File: src/htm_pkg.sv
// Constants and types of the transducer register bank
// Overview of operation
// - ID answer: 11h, 08h, identifier, state, six variable bytes, CRC.
// - 16-bit register bits run b0 (LSB) to b15 (MSB).
// - 32-bit registers hold IEEE-754 floats, sent B3, B2, B1, B0.
// - Mirror 6000..6025: low word first, B1 B0 B3 B2.
// - Mirror 7000..7025: high word first, B3 B2 B1 B0.
// - 7500..7512 are read-only 32-bit measurement registers.
// - Mirrors equal the 32-bit registers, read-only, two words per value.
// - Addresses decode zero-based; one-based masters add one themselves.
// - 4000..4011 each hold one 16-bit integer.
// - Status one means event present; b14 calibration, b13 parameters.
// - Status b15 set by supply reset, cleared by writing 8000h.
// - Status b10 set when extremes erased, cleared by writing 400h.
// - Status b9 reads one while the emergency jumper forces link settings.
// - Status b7 set on sensing element communication failure.
// - Status b2 set when averaging time is exceeded.
// - Writing 1 to 4006 erases minima and maxima; 0 changes nothing.
package htm_pkg;

   // 16-bit register numbers, zero-based
   localparam logic [15:0] ADDR_IDENT = 16'h0fa0;
   localparam logic [15:0] ADDR_NODE = 16'h0fa1;
   localparam logic [15:0] ADDR_BAUD = 16'h0fa2;
   localparam logic [15:0] ADDR_FMT = 16'h0fa3;
   localparam logic [15:0] ADDR_COMMIT = 16'h0fa4;
   localparam logic [15:0] ADDR_AVG = 16'h0fa5;
   localparam logic [15:0] ADDR_XCLR = 16'h0fa6;
   localparam logic [15:0] ADDR_STATUS = 16'h0fa7;
   localparam logic [15:0] ADDR_FWREV = 16'h0fa8;
   localparam logic [15:0] ADDR_RESTORE = 16'h0fa9;
   localparam logic [15:0] ADDR_SPARE_A = 16'h0faa;
   localparam logic [15:0] ADDR_SPARE_B = 16'h0fab;

   // Float areas
   localparam logic [15:0] MIRROR_LO_BASE = 16'h1770;
   localparam logic [15:0] MIRROR_HI_BASE = 16'h1b58;
   localparam logic [15:0] FLOAT_BASE = 16'h1d4c;
   localparam int NUM_FLOAT = 13;

   // Status bit positions
   localparam int ST_SUPPLY_RESET = 15;
   localparam int ST_CALIB_ERR = 14;
   localparam int ST_PARAM_ERR = 13;
   localparam int ST_XTREME_ERASED = 10;
   localparam int ST_TEMP_COMM = 9;
   localparam int ST_SENSOR_ERR = 7;
   localparam int ST_AVG_OVERRUN = 2;
   localparam logic [15:0] CLR_SUPPLY_RESET = 16'h8000;
   localparam logic [15:0] CLR_XTREME_ERASED = 16'h0400;

   // Value ranges
   localparam logic [15:0] NODE_MIN = 16'h0001;
   localparam logic [15:0] NODE_MAX = 16'h00f7;
   localparam logic [15:0] AVG_MIN = 16'h0006;
   localparam logic [15:0] AVG_MAX = 16'h0e10;
   localparam logic [15:0] FLAG_ONE = 16'h0001;

   typedef enum logic [2:0] {
      HTM_BAUD_4800 = 3'b000,
      HTM_BAUD_9600 = 3'b001,
      HTM_BAUD_19200 = 3'b010,
      HTM_BAUD_38400 = 3'b011,
      HTM_BAUD_57600 = 3'b100
   } htm_baud_type;

   typedef enum logic [1:0] {
      HTM_FMT_8N1 = 2'b00,
      HTM_FMT_8N2 = 2'b01,
      HTM_FMT_8E1 = 2'b10,
      HTM_FMT_8O1 = 2'b11
   } htm_fmt_type;

   // Factory defaults
   localparam logic [7:0] DEF_NODE = 8'h01;
   localparam htm_baud_type DEF_BAUD = HTM_BAUD_9600;
   localparam htm_fmt_type DEF_FMT = HTM_FMT_8N2;
   localparam logic [15:0] DEF_AVG = 16'h000a;

   // Settings forced by the emergency jumper
   localparam logic [7:0] JMP_NODE = 8'hf7;
   localparam htm_baud_type JMP_BAUD = HTM_BAUD_9600;
   localparam htm_fmt_type JMP_FMT = HTM_FMT_8N2;

   // Answers
   localparam logic [7:0] EXC_NONE = 8'h00;
   localparam logic [7:0] EXC_BAD_ADDR = 8'h02;
   localparam logic [7:0] EXC_BAD_VALUE = 8'h03;
   localparam logic [7:0] ID_FUNC = 8'h11;
   localparam logic [7:0] ID_COUNT = 8'h08;
   localparam logic [3:0] ID_LEN = 4'ha;
   localparam logic [7:0] STATE_RUN = 8'hff;
   localparam logic [7:0] STATE_FAULT = 8'h00;

endpackage

File: src/htm_ident_seq.sv
// Byte sequencer for the identification answer
`timescale 1ns/1ns
module htm_ident_seq (
   input wire logic i_clk,
   input wire logic i_rst_n,
   input wire logic i_start,
   input wire logic [7:0] i_ident,
   input wire logic [7:0] i_state,
   input wire logic [47:0] i_var_bytes,
   output logic o_valid,
   output logic [7:0] o_byte,
   output logic o_busy
);
   import htm_pkg::*;

   logic [3:0] idx_reg;
   logic [3:0] idx_next;
   logic busy_reg;
   logic busy_next;
   logic valid_reg;
   logic [7:0] byte_reg;
   logic [7:0] state_reg;
   logic [7:0] sel_byte;
   logic last;

   // State byte caught at start keeps the answer consistent
   assign last = (idx_reg == ID_LEN - 4'h1);
   assign busy_next = busy_reg ? !last : i_start;
   assign idx_next = busy_reg ? (last ? 4'h0 : idx_reg + 4'h1) : 4'h0;
   assign sel_byte = (idx_reg == 4'h0) ? ID_FUNC :
                     (idx_reg == 4'h1) ? ID_COUNT :
                     (idx_reg == 4'h2) ? i_ident :
                     (idx_reg == 4'h3) ? state_reg :
                     i_var_bytes[8'(47 - 8 * (32'(idx_reg) - 4)) -: 8];

   always_ff @(posedge i_clk or negedge i_rst_n) begin
      if (!i_rst_n) begin
         idx_reg <= 4'h0;
         busy_reg <= 1'b0;
         valid_reg <= 1'b0;
         byte_reg <= 8'h00;
         state_reg <= 8'h00;
      end else begin
         idx_reg <= idx_next;
         busy_reg <= busy_next;
         valid_reg <= busy_reg;
         byte_reg <= busy_reg ? sel_byte : 8'h00;
         if (!busy_reg && i_start) begin
            state_reg <= i_state;
         end
      end
   end

   assign o_valid = valid_reg;
   assign o_byte = byte_reg;
   assign o_busy = busy_reg;
endmodule

File: src/htm_regs.sv
// Register bank of the humidity transducer
`timescale 1ns/1ns
module htm_regs #(
   parameter int NUM_FLOAT = htm_pkg::NUM_FLOAT,
   parameter logic [15:0] IDENT_CODE = 16'h005a,
   parameter logic [15:0] FW_REVISION = 16'h0064,
   parameter logic [47:0] ID_VAR_BYTES = 48'h0102_0304_0506
) (
   input wire logic i_clk,
   input wire logic i_arst_n,
   input wire logic i_req,
   input wire logic i_we,
   input wire logic [15:0] i_addr,
   input wire logic [15:0] i_wdata,
   input wire logic i_id_req,
   input wire logic [NUM_FLOAT*32-1:0] i_float_bank,
   input wire logic i_calib_err,
   input wire logic i_param_err,
   input wire logic i_sensor_comm_err,
   input wire logic i_avg_overrun,
   input wire logic i_temp_comm_jumper,
   output logic o_ack,
   output logic [31:0] o_rdata,
   output logic o_rdata_wide,
   output logic [7:0] o_exc,
   output logic o_id_valid,
   output logic [7:0] o_id_byte,
   output logic [7:0] o_node_addr,
   output htm_pkg::htm_baud_type o_baud_sel,
   output htm_pkg::htm_fmt_type o_frame_fmt,
   output logic [15:0] o_avg_period,
   output logic o_extremes_clear,
   output logic o_temp_params_active
);
   import htm_pkg::*;

   localparam logic [15:0] SPAN16 = 16'(2 * NUM_FLOAT);
   localparam logic [15:0] SPAN32 = 16'(NUM_FLOAT);

   // Reset release and pin synchroniser
   logic rst_meta_reg;
   logic rst_n_reg;
   logic jmp_meta_reg;
   logic jmp_sync_reg;

   always_ff @(posedge i_clk or negedge i_arst_n) begin
      if (!i_arst_n) begin
         rst_meta_reg <= 1'b0;
         rst_n_reg <= 1'b0;
      end else begin
         rst_meta_reg <= 1'b1;
         rst_n_reg <= rst_meta_reg;
      end
   end

   always_ff @(posedge i_clk or negedge rst_n_reg) begin
      if (!rst_n_reg) begin
         jmp_meta_reg <= 1'b0;
         jmp_sync_reg <= 1'b0;
      end else begin
         jmp_meta_reg <= i_temp_comm_jumper;
         jmp_sync_reg <= jmp_meta_reg;
      end
   end

   // Float values as an array, one entry per measured quantity
   logic [31:0] float_arr [NUM_FLOAT];
   genvar g;
   generate
      for (g = 0; g < NUM_FLOAT; g = g + 1) begin : g_float
         assign float_arr[g] = i_float_bank[g*32 +: 32];
      end
   endgenerate

   // Address decode; register numbers are used as given, zero-based
   logic [15:0] lo_off;
   logic [15:0] hi_off;
   logic [15:0] fl_off;
   logic in_lo;
   logic in_hi;
   logic in_fl;
   logic in_cfg;
   logic [15:0] mir_off;
   logic [3:0] fidx;
   logic [31:0] fval;
   logic mir_low_first;

   assign lo_off = i_addr - MIRROR_LO_BASE;
   assign hi_off = i_addr - MIRROR_HI_BASE;
   assign fl_off = i_addr - FLOAT_BASE;
   assign in_lo = (i_addr >= MIRROR_LO_BASE) && (lo_off < SPAN16);
   assign in_hi = (i_addr >= MIRROR_HI_BASE) && (hi_off < SPAN16);
   assign in_fl = (i_addr >= FLOAT_BASE) && (fl_off < SPAN32);
   assign in_cfg = (i_addr >= ADDR_IDENT) && (i_addr <= ADDR_SPARE_B);
   assign mir_off = in_lo ? lo_off : hi_off;
   assign fidx = in_fl ? fl_off[3:0] : mir_off[4:1];
   assign fval = float_arr[fidx];
   assign mir_low_first = in_lo;

   // Mirror word selection: even address gives the first word of the pair
   logic mir_take_hi;
   logic [15:0] mir_word;
   assign mir_take_hi = mir_low_first ? mir_off[0] : !mir_off[0];
   assign mir_word = mir_take_hi ? fval[31:16] : fval[15:0];

   // Configuration state
   logic [7:0] node_reg;
   htm_baud_type baud_reg;
   htm_fmt_type fmt_reg;
   logic [7:0] act_node_reg;
   htm_baud_type act_baud_reg;
   htm_fmt_type act_fmt_reg;
   logic [15:0] avg_reg;
   logic st15_reg;
   logic st10_reg;
   logic [15:0] lvl_reg;

   // Status word, b0 is the least significant bit
   logic [15:0] status_word;
   logic [15:0] lvl_next;
   assign lvl_next = (16'(i_calib_err) << ST_CALIB_ERR) |
                     (16'(i_param_err) << ST_PARAM_ERR) |
                     (16'(jmp_sync_reg) << ST_TEMP_COMM) |
                     (16'(i_sensor_comm_err) << ST_SENSOR_ERR) |
                     (16'(i_avg_overrun) << ST_AVG_OVERRUN);
   assign status_word = lvl_reg | (16'(st15_reg) << ST_SUPPLY_RESET) |
                        (16'(st10_reg) << ST_XTREME_ERASED);

   // Write decode
   logic wr;
   logic w_node;
   logic w_baud;
   logic w_fmt;
   logic w_commit;
   logic w_avg;
   logic w_xclr;
   logic w_status;
   logic w_restore;
   logic is_flag;
   logic val_ok;
   logic ro_hit;
   logic known;

   assign wr = i_req && i_we;
   assign w_node = wr && (i_addr == ADDR_NODE);
   assign w_baud = wr && (i_addr == ADDR_BAUD);
   assign w_fmt = wr && (i_addr == ADDR_FMT);
   assign w_commit = wr && (i_addr == ADDR_COMMIT);
   assign w_avg = wr && (i_addr == ADDR_AVG);
   assign w_xclr = wr && (i_addr == ADDR_XCLR);
   assign w_status = wr && (i_addr == ADDR_STATUS);
   assign w_restore = wr && (i_addr == ADDR_RESTORE);
   assign is_flag = (i_wdata <= FLAG_ONE);
   assign val_ok = (w_node && (i_wdata >= NODE_MIN) && (i_wdata <= NODE_MAX)) ||
                   (w_baud && (i_wdata <= 16'(HTM_BAUD_57600))) ||
                   (w_fmt && (i_wdata <= 16'(HTM_FMT_8O1))) ||
                   (w_avg && (i_wdata >= AVG_MIN) && (i_wdata <= AVG_MAX)) ||
                   ((w_commit || w_xclr || w_restore) && is_flag) ||
                   w_status || (i_addr == ADDR_SPARE_A) || (i_addr == ADDR_SPARE_B);
   assign ro_hit = in_lo || in_hi || in_fl || (i_addr == ADDR_IDENT) ||
                   (i_addr == ADDR_FWREV);
   assign known = in_lo || in_hi || in_fl || in_cfg;

   // A rejected write leaves every register as it was
   logic do_node;
   logic do_baud;
   logic do_fmt;
   logic do_avg;
   logic do_commit;
   logic do_erase;
   logic do_restore;
   assign do_node = w_node && val_ok;
   assign do_baud = w_baud && val_ok;
   assign do_fmt = w_fmt && val_ok;
   assign do_avg = w_avg && val_ok;
   assign do_commit = w_commit && (i_wdata == FLAG_ONE);
   assign do_erase = w_xclr && (i_wdata == FLAG_ONE);
   assign do_restore = w_restore && (i_wdata == FLAG_ONE);

   // Next values of the configuration
   logic [7:0] node_next;
   htm_baud_type baud_next;
   htm_fmt_type fmt_next;
   logic [7:0] act_node_next;
   htm_baud_type act_baud_next;
   htm_fmt_type act_fmt_next;
   logic [15:0] avg_next;
   logic st15_next;
   logic st10_next;

   assign node_next = do_restore ? DEF_NODE : do_node ? i_wdata[7:0] : node_reg;
   assign baud_next = do_restore ? DEF_BAUD : do_baud ? htm_baud_type'(i_wdata[2:0]) : baud_reg;
   assign fmt_next = do_restore ? DEF_FMT : do_fmt ? htm_fmt_type'(i_wdata[1:0]) : fmt_reg;
   assign avg_next = do_restore ? DEF_AVG : do_avg ? i_wdata : avg_reg;
   assign act_node_next = do_restore ? DEF_NODE : do_commit ? node_reg : act_node_reg;
   assign act_baud_next = do_restore ? DEF_BAUD : do_commit ? baud_reg : act_baud_reg;
   assign act_fmt_next = do_restore ? DEF_FMT : do_commit ? fmt_reg : act_fmt_reg;
   // Only the exact value clears a flag; a set event beats a clear
   assign st15_next = st15_reg && !(w_status && (i_wdata == CLR_SUPPLY_RESET));
   assign st10_next = do_erase ||
                      (st10_reg && !(w_status && (i_wdata == CLR_XTREME_ERASED)));

   always_ff @(posedge i_clk or negedge rst_n_reg) begin
      if (!rst_n_reg) begin
         node_reg <= DEF_NODE;
         baud_reg <= DEF_BAUD;
         fmt_reg <= DEF_FMT;
         act_node_reg <= DEF_NODE;
         act_baud_reg <= DEF_BAUD;
         act_fmt_reg <= DEF_FMT;
         avg_reg <= DEF_AVG;
         st15_reg <= 1'b1;
         st10_reg <= 1'b0;
         lvl_reg <= 16'h0000;
      end else begin
         node_reg <= node_next;
         baud_reg <= baud_next;
         fmt_reg <= fmt_next;
         act_node_reg <= act_node_next;
         act_baud_reg <= act_baud_next;
         act_fmt_reg <= act_fmt_next;
         avg_reg <= avg_next;
         st15_reg <= st15_next;
         st10_reg <= st10_next;
         lvl_reg <= lvl_next;
      end
   end

   // Read multiplexer; action registers read back as zero
   logic [15:0] cfg_word;
   logic [31:0] rdata_next;
   logic [7:0] exc_next;
   assign cfg_word = (i_addr == ADDR_IDENT) ? IDENT_CODE :
                     (i_addr == ADDR_NODE) ? {8'h00, node_reg} :
                     (i_addr == ADDR_BAUD) ? {13'h0000, baud_reg} :
                     (i_addr == ADDR_FMT) ? {14'h0000, fmt_reg} :
                     (i_addr == ADDR_AVG) ? avg_reg :
                     (i_addr == ADDR_STATUS) ? status_word :
                     (i_addr == ADDR_FWREV) ? FW_REVISION : 16'h0000;
   assign rdata_next = (!i_req || i_we) ? 32'h0000_0000 :
                       in_fl ? fval :
                       (in_lo || in_hi) ? {16'h0000, mir_word} :
                       in_cfg ? {16'h0000, cfg_word} : 32'h0000_0000;
   assign exc_next = !known ? EXC_BAD_ADDR :
                     (i_we && ro_hit) ? EXC_BAD_ADDR :
                     (i_we && !val_ok) ? EXC_BAD_VALUE : EXC_NONE;

   // Active link settings; the jumper overrides without touching stored values
   logic [7:0] link_node;
   htm_baud_type link_baud;
   htm_fmt_type link_fmt;
   assign link_node = jmp_sync_reg ? JMP_NODE : act_node_reg;
   assign link_baud = jmp_sync_reg ? JMP_BAUD : act_baud_reg;
   assign link_fmt = jmp_sync_reg ? JMP_FMT : act_fmt_reg;

   logic ack_reg;
   logic [31:0] rdata_reg;
   logic wide_reg;
   logic [7:0] exc_reg;
   logic [7:0] o_node_reg;
   htm_baud_type o_baud_reg;
   htm_fmt_type o_fmt_reg;
   logic [15:0] o_avg_reg;
   logic xclr_reg;
   logic tmp_reg;

   always_ff @(posedge i_clk or negedge rst_n_reg) begin
      if (!rst_n_reg) begin
         ack_reg <= 1'b0;
         rdata_reg <= 32'h0000_0000;
         wide_reg <= 1'b0;
         exc_reg <= EXC_NONE;
         o_node_reg <= DEF_NODE;
         o_baud_reg <= DEF_BAUD;
         o_fmt_reg <= DEF_FMT;
         o_avg_reg <= DEF_AVG;
         xclr_reg <= 1'b0;
         tmp_reg <= 1'b0;
      end else begin
         ack_reg <= i_req;
         rdata_reg <= rdata_next;
         wide_reg <= i_req && !i_we && in_fl;
         exc_reg <= i_req ? exc_next : EXC_NONE;
         o_node_reg <= link_node;
         o_baud_reg <= link_baud;
         o_fmt_reg <= link_fmt;
         o_avg_reg <= avg_reg;
         xclr_reg <= do_erase;
         tmp_reg <= jmp_sync_reg;
      end
   end

   // Identification answer
   logic [7:0] dev_state;
   assign dev_state = (lvl_reg[ST_CALIB_ERR] || lvl_reg[ST_PARAM_ERR] ||
                       lvl_reg[ST_SENSOR_ERR]) ? STATE_FAULT : STATE_RUN;

   htm_ident_seq u_ident (
      .i_clk(i_clk),
      .i_rst_n(rst_n_reg),
      .i_start(i_id_req),
      .i_ident(IDENT_CODE[7:0]),
      .i_state(dev_state),
      .i_var_bytes(ID_VAR_BYTES),
      .o_valid(o_id_valid),
      .o_byte(o_id_byte),
      .o_busy()
   );

   assign o_ack = ack_reg;
   assign o_rdata = rdata_reg;
   assign o_rdata_wide = wide_reg;
   assign o_exc = exc_reg;
   assign o_node_addr = o_node_reg;
   assign o_baud_sel = o_baud_reg;
   assign o_frame_fmt = o_fmt_reg;
   assign o_avg_period = o_avg_reg;
   assign o_extremes_clear = xclr_reg;
   assign o_temp_params_active = tmp_reg;
endmodule

File: config.mk
export PLATFORM = sky130hd
export DESIGN_NAME = htm_regs
export DESIGN_NICKNAME = d
export VERILOG_FILES = /design/src/htm_pkg.sv /design/src/htm_ident_seq.sv /design/src/htm_regs.sv
export SDC_FILE = /design/constraint.sdc
export NUM_CORES = 1
export LEC_CHECK = 0
export BUFFER_PORTS_ARGS = -buffer_cell sky130_fd_sc_hd__buf_2
export CAP_MARGIN = 20
export CORE_AREA = 2 2 209 211
export DETAILED_ROUTE_END_ITERATION = 6
export DIE_AREA = 0 0 211 213
export PLACE_DENSITY_LB_ADDON = 0.08
export SLEW_MARGIN = 20
export SYNTH_ARGS = -nofsm -noshare
export SYNTH_HDL_FRONTEND = slang
export SYNTH_SLANG_ARGS = --single-unit
File: constraint.sdc
create_clock -name i_clk -period 7.3 [get_ports i_clk]
set_input_delay 1.46 -clock i_clk [delete_from_list [all_inputs] [get_ports i_clk]]
set_output_delay 1.46 -clock i_clk [all_outputs]
set_load 0.05 [all_outputs]
# Word-level counts from Yosys, hierarchy flattened
# Index checks and enable logic that the tools add are counted.
[totals]
ff_bits = 158
latch_bits = 0
ram_bits = 0
romBits = 0
output_inout_bits = 82
word_cells = 194
n_memories = 0
[classes]
add_sub_neg = 6
multipliers = 0
div_mod_pow = 0
order_cmp = 16
eq_ne = 19
n_shift = 1
mux = 48
bitwise_logic = 7
n_reduce_logical = 68
[op_table]
columns = ["operator", "count"]
rows = [
  ["equality test 16 x 12 -> 1 bit, second input constant", 12],
  ["2-to-1 mux 16 bit", 11],
  ["binary-select mux 32 bit (select 4 bit)", 1],
  ["2-to-1 mux 32 bit", 4],
  ["2-to-1 mux 8 bit", 11],
  ["variable part select 55 x 9 -> 8 bit, first input constant", 1],
  [">= comparator 16 x 13 -> 1 bit, second input constant", 3],
  ["subtractor 16 x 13 -> 16 bit, second input constant", 3],
  ["logical AND 1 bit", 36],
  ["<= comparator 16 x 12 -> 1 bit, second input constant", 2],
  ["less-than comparator 16 x 5 -> 1 bit, second input constant", 2],
  ["logical OR 1 bit", 18],
  ["2-to-1 mux 2 bit", 9],
  ["equality test 16 x 1 -> 1 bit, second input constant", 1],
  ["equality test 16 x 11 -> 1 bit, second input constant", 1],
  ["equality test 16 bit, second input constant", 1],
  [">= comparator 16 x 1 -> 1 bit, second input constant", 1],
  [">= comparator 16 x 12 -> 1 bit, second input constant", 1],
  [">= comparator 16 x 3 -> 1 bit, second input constant", 1],
  ["<= comparator 16 x 1 -> 1 bit, second input constant", 1],
  ["<= comparator 16 x 2 -> 1 bit, second input constant", 1],
  ["<= comparator 16 x 3 -> 1 bit, second input constant", 1],
  ["<= comparator 16 x 8 -> 1 bit, second input constant", 1],
  ["less-than comparator 16 x 4 -> 1 bit, second input constant", 1],
  ["other kinds (22)", 41],
]

# Longest topological paths before layout
[logic_depth]
ltp_word = 17
mapped_depth = 20
mapped_depth_nobuf = 13

# Modules after synthesis
# From an unflattened synthesis, not the netlist that was laid out.
[unflattened]
hier_cells = 1551
hier_area_um2 = 14004.7
[modules_own_cells]
columns = ["mod", "instances", "cells_per_inst", "area_per_inst_um2", "seq_area_each_um2"]
rows = [
  ["htm_regs", 1, 1388, 12420.7, 2995.4],
  ["htm_ident_seq", 1, 163, 1584.0, 550.5],
]

# Worst setup path after synthesis
# Ideal clock, no wire load.
[synth_path]
path_kind = "input to register"
from = "input i_addr[2]"
to = "register rdata_reg[2] (netlist: o_rdata[2])"
setup_ns = 0.124
arrival_ns = 4.656
setup_slack_ns = 2.520
stages = 17
path_buffers = 4
cell_sequence = "buf_2 > clkinv_1 > clkbuf_1 > ha_1 > o21ai_0 > and3_1 > o311a_1 > nand4_1 > or3_4 > buf_6 > a21oi_1 > buf_4 > mux2i_1 > nor2_1 > a2111oi_0 > nor3b_1 > a211o_1"
[synth_between]
elab_chain_len = 13
[synth_rtl]
columns = ["item", "line", "text"]
rows = [
  ["from (decl)", "htm_regs.sv:13", "input wire logic [15:0] i_addr,"],
  ["subtractor 16 x 13 -> 16 bit", "htm_regs.sv:88", "assign lo_off = i_addr - MIRROR_LO_BASE;"],
  ["less-than comparator 16 x 5 -> 1 bit", "htm_regs.sv:91", "assign in_lo = (i_addr >= MIRROR_LO_BASE) && (lo_off < SPAN16);"],
  ["logical AND 1 bit", "htm_regs.sv:91", ""],
  ["2-to-1 mux 5 bit", "htm_regs.sv:95", "assign mir_off = in_lo ? lo_off : hi_off;"],
  ["2-to-1 mux 4 bit", "htm_regs.sv:96", "assign fidx = in_fl ? fl_off[3:0] : mir_off[4:1];"],
  ["NOT 4 -> 5 bit (not written as such)", "htm_regs.sv:97", "assign fval = float_arr[fidx];"],
  ["binary-select mux 32 bit (select 4 bit)", "htm_regs.sv:97", ""],
  ["2-to-1 mux 32 bit (not written as such) (2 in series)", "htm_regs.sv:97", ""],
  ["2-to-1 mux 16 bit", "htm_regs.sv:104", "assign mir_word = mir_take_hi ? fval[31:16] : fval[15:0];"],
  ["2-to-1 mux 16 bit", "htm_regs.sv:242", "(in_lo || in_hi) ? {16'h0000, mir_word} :"],
  ["2-to-1 mux 32 bit *", "htm_regs.sv:241", "in_fl ? fval :"],
  ["2-to-1 mux 32 bit *", "htm_regs.sv:240", "assign rdata_next = (!i_req || i_we) ? 32'h0000_0000 :"],
  ["via rdata_next[2]", "htm_regs.sv:231", "logic [31:0] rdata_next;"],
  ["to (signal assigned)", "htm_regs.sv:281", "rdata_reg <= rdata_next;"],
  ["to (decl)", "htm_regs.sv:257", "logic [31:0] rdata_reg;"],
]
# Mark *: on every way through the listed nets, which the timed path passes. The rest lies on a longest branch. The select of a mux whose other input is x is not followed.
# A chain may end at the register's enable or synchronous reset.

# Worst setup path after layout
[layout_path]
from = "input i_addr[2]"
to = "register rdata_reg[13] (netlist: o_rdata[13])"
# Same word-level chain as after synthesis.

==> results.toml <==
[outcome]
status = "complete, no violations"

[placement]
place_area_um2 = 14000
gp_congestion = 0.924
dp.cells = 2325
io_buffers = 533
dp_hpwl_mm = 57.6

[route]
drcViolationCount = 0
initialDrtViolationCount = 1142
vias = 13300
drt-total-wl_mm = 70.9
antenna_left = 0
first_pass_iters = 5
vias_per_cell = 5.62
wl_per_cell_um = 29.9

[finish]
drive_above_1_share_pct = 37.2
final_cell_count_no_fill = 2372
area_delta_synth_final_pct = 32.7
multi_input_area_um2 = 7010
n_fill_cell = 4643
largest_register_ff_count = 32
seqCellArea_um2 = 3350
stdcell_area_um2 = 14600
nets = 2273

[clocking]
cts_setup_buffers = 0
clkTransAtPathRegs_ps = 60
cts_buffer_depth = 2
clock_latency_ps = 430
post_cts_resized = 0
htreeDepth = 4
cts.sinks = 133
root_buffer = "clkbuf_16"
numCtsBuffers = 17
ctsHoldBuffers = 0
cts_tree = "done"

[setup_path]
crit_fanout = 28
endpoint_kind = "flop"
cp.arrival_ps = 6150
critPathLaunchType = "input pin"
worst-setup-path-type = "in -> reg"
cp_data_required_time_ps = 7660

[logic_synthesis]
synth_seq_area_share_pct = 30.4
synth_area_leaders = "dfrtp_1, mux2i_1, o22ai_1, nand2_1, o21ai_0"
synth_top_cells_by_count = "nand2_1, dfrtp_1, o22ai_1"
synth_top_area_share_pct = 27.0
syn_area_per_cell_um2 = 8.24
ys_ff_latch = 133
yosys_warnings = 0
synth_area_um2 = 11000
ys_async_sr_fraction_pct = 100
synth_cell_types = 106
synthFlopType = "dfrtp_1"
netlist_instances = 1337
yosysTopAreaCell = "dfrtp_1"
yosysMostFrequentCell = "nand2_1"
synth_edf_count = 0

[global_routing]
use_met3_pct = 5.04
antenna_found_initial = 27
grt-ovfl-total = 0
grt_util_all_layers_pct = 30.6
grt_pass1_vias = 12900
grt_max_degree = 75
grt_pass1_wl_mm = 97.3
use_met2_pct = 49.1
top_usage_layer = "met2"
grt_use_met1_pct = 42.1

[timing]
setup_tns_ps = 0
hold_viol = 0
finalCriticalPeriod_ps = 5790
skew_ps = 11.0
final_max_slew_viol_count = 0
tightest_slew_ps = 1170
rsz0062_at_grt = "false"
min_period_over_period_pct = 79.3
max_slew_margin_pct = 22.0
setup_viol = 0
fmaxAchievable_mhz = 173

[power_and_ir_drop]
p_switching_w = 0.000888
p_int_w = 0.00159
p_comb_share_pct = 32.2
p_leak_nw = 6.89
switching_share_pct = 35.8
clkPwrFrac_pct = 34.6
p_seq_share_pct = 33.2
ir_drop_v = 0.000150
p_per_area_nw_per_um2 = 169

[floorplan]
die_width_um = 211
die_area_um2 = 44900
start_util_pct = 25.8
fp.dieH_um = 213
core_area_um2 = 42700
io_pins = 540
num_rows = 76

[hold_path]
hp-class = "reg -> reg"

[flow_run]
maxCapViolations = 0
## power groups by stage
stage,logic (W),clock network (W),registers (W)
after floorplan,0.000402,0,0.000883
after global placement,0.000784,0,0.000836
after detailed placement,0.000784,0,0.000837
after CTS,0.000788,0.000875,0.000824
after global routing,0.000849,0.000911,0.000832
final,0.000797,0.000857,0.000823
## final cells by class
| cell class | count | share of cell area (%) |
|---|---|---|
| Tap cell | 546 | 4.67 |
| Antenna cell | 16 | 0.274 |
| Sequential cell | 133 | 22.9 |
| Clock buffer | 22 | 3.24 |
| Timing Repair Buffer | 556 | 19.4 |
| Multi-Input combinational cell | 1058 | 47.9 |
| Clock inverter | 9 | 0.702 |
| Inverter | 32 | 0.822 |
## cell usage in the layout (no fill, tap or decap), drive strengths merged, types with 27 or more instances in the layout
cell    instances
mux2i          83
buf           556
o221ai         27
inv            31
nand2         125
a21oi          76
nor3           76
nor2           88
o21ai         100
o22ai         101
dfrtp         119
## metal layers
layer / up-vias / wire length [um]
li1: 6029 / -
met1: 6571 / 31200
met2: 635 / 33300
met3: 79 / 4820
met4: 10 / 1560
met5: - / 66
## through the flow
| step | util [%] | power (W) | setup slack [ps] | hold slack [ps] |
|---|---|---|---|---|
| 2_1_floorplan | - | 0.00128 | 2520 | 331 |
| 3_3_place_gp | 32.8 | 0.00162 | 1160 | 337 |
| 3_5_place_dp | 32.8 | 0.00162 | 1260 | 336 |
| 4_1_cts | 34.1 | 0.00249 | 1670 | 362 |
| 5_1_grt | 34.2 | 0.00259 | 1350 | 365 |
| 6_report | 34.2 | 0.00248 | 1510 | 360 |
## worst max-delay path: stages
cell      delay [ps]
buf_2            510
clkinv_1         200
ha_1             350
a21o_1           220
a21oi_1          150
and3_1           190
and4bb_1         390
xnor2_2          300
a21oi_4          600
o31a_1           230
o21ai_0           80
o311ai_0         980
a32o_1           350
a31o_1           110
## path summary, 6_finish.rpt
| kind | from | end | slack [ps] | depth (start not counted) |
|---|---|---|---|---|
| worst max register to register | st15_reg$_DFF_PN1_ | o_rdata[12]$_DFF_PN0_ | 5080 | 7 |
| worst min-delay path | jmp_meta_reg$_DFF_PN0_ | jmp_sync_reg$_DFF_PN0_ | 360 | 0 |
| worst max-delay path | i_addr[2] | o_rdata[13]$_DFF_PN0_ | 1510 | 14 |
| min in group asynchronous | rst_n_reg$_DFF_PN0_ | u_ident.o_valid$_DFF_PN0_ | 490 | 0 |
| max in group asynchronous | rst_n_reg$_DFF_PN0_ | o_rdata[21]$_DFF_PN0_ | 5440 | 1 |
| worst min register to register | jmp_meta_reg$_DFF_PN0_ | jmp_sync_reg$_DFF_PN0_ | 360 | 0 |
## kinds of logic after synthesis
kind of cell | share of synthesized area, %
mux | 9.62
compound gates | 29.6
simple gates | 21.1
xor+xnor | 0.625
flops | 30.4
buf+inv | 6.53
other cells | 0.0682
fa+ha+maj | 2.03
No activity file was read; power rests on OpenSTA's default activity.
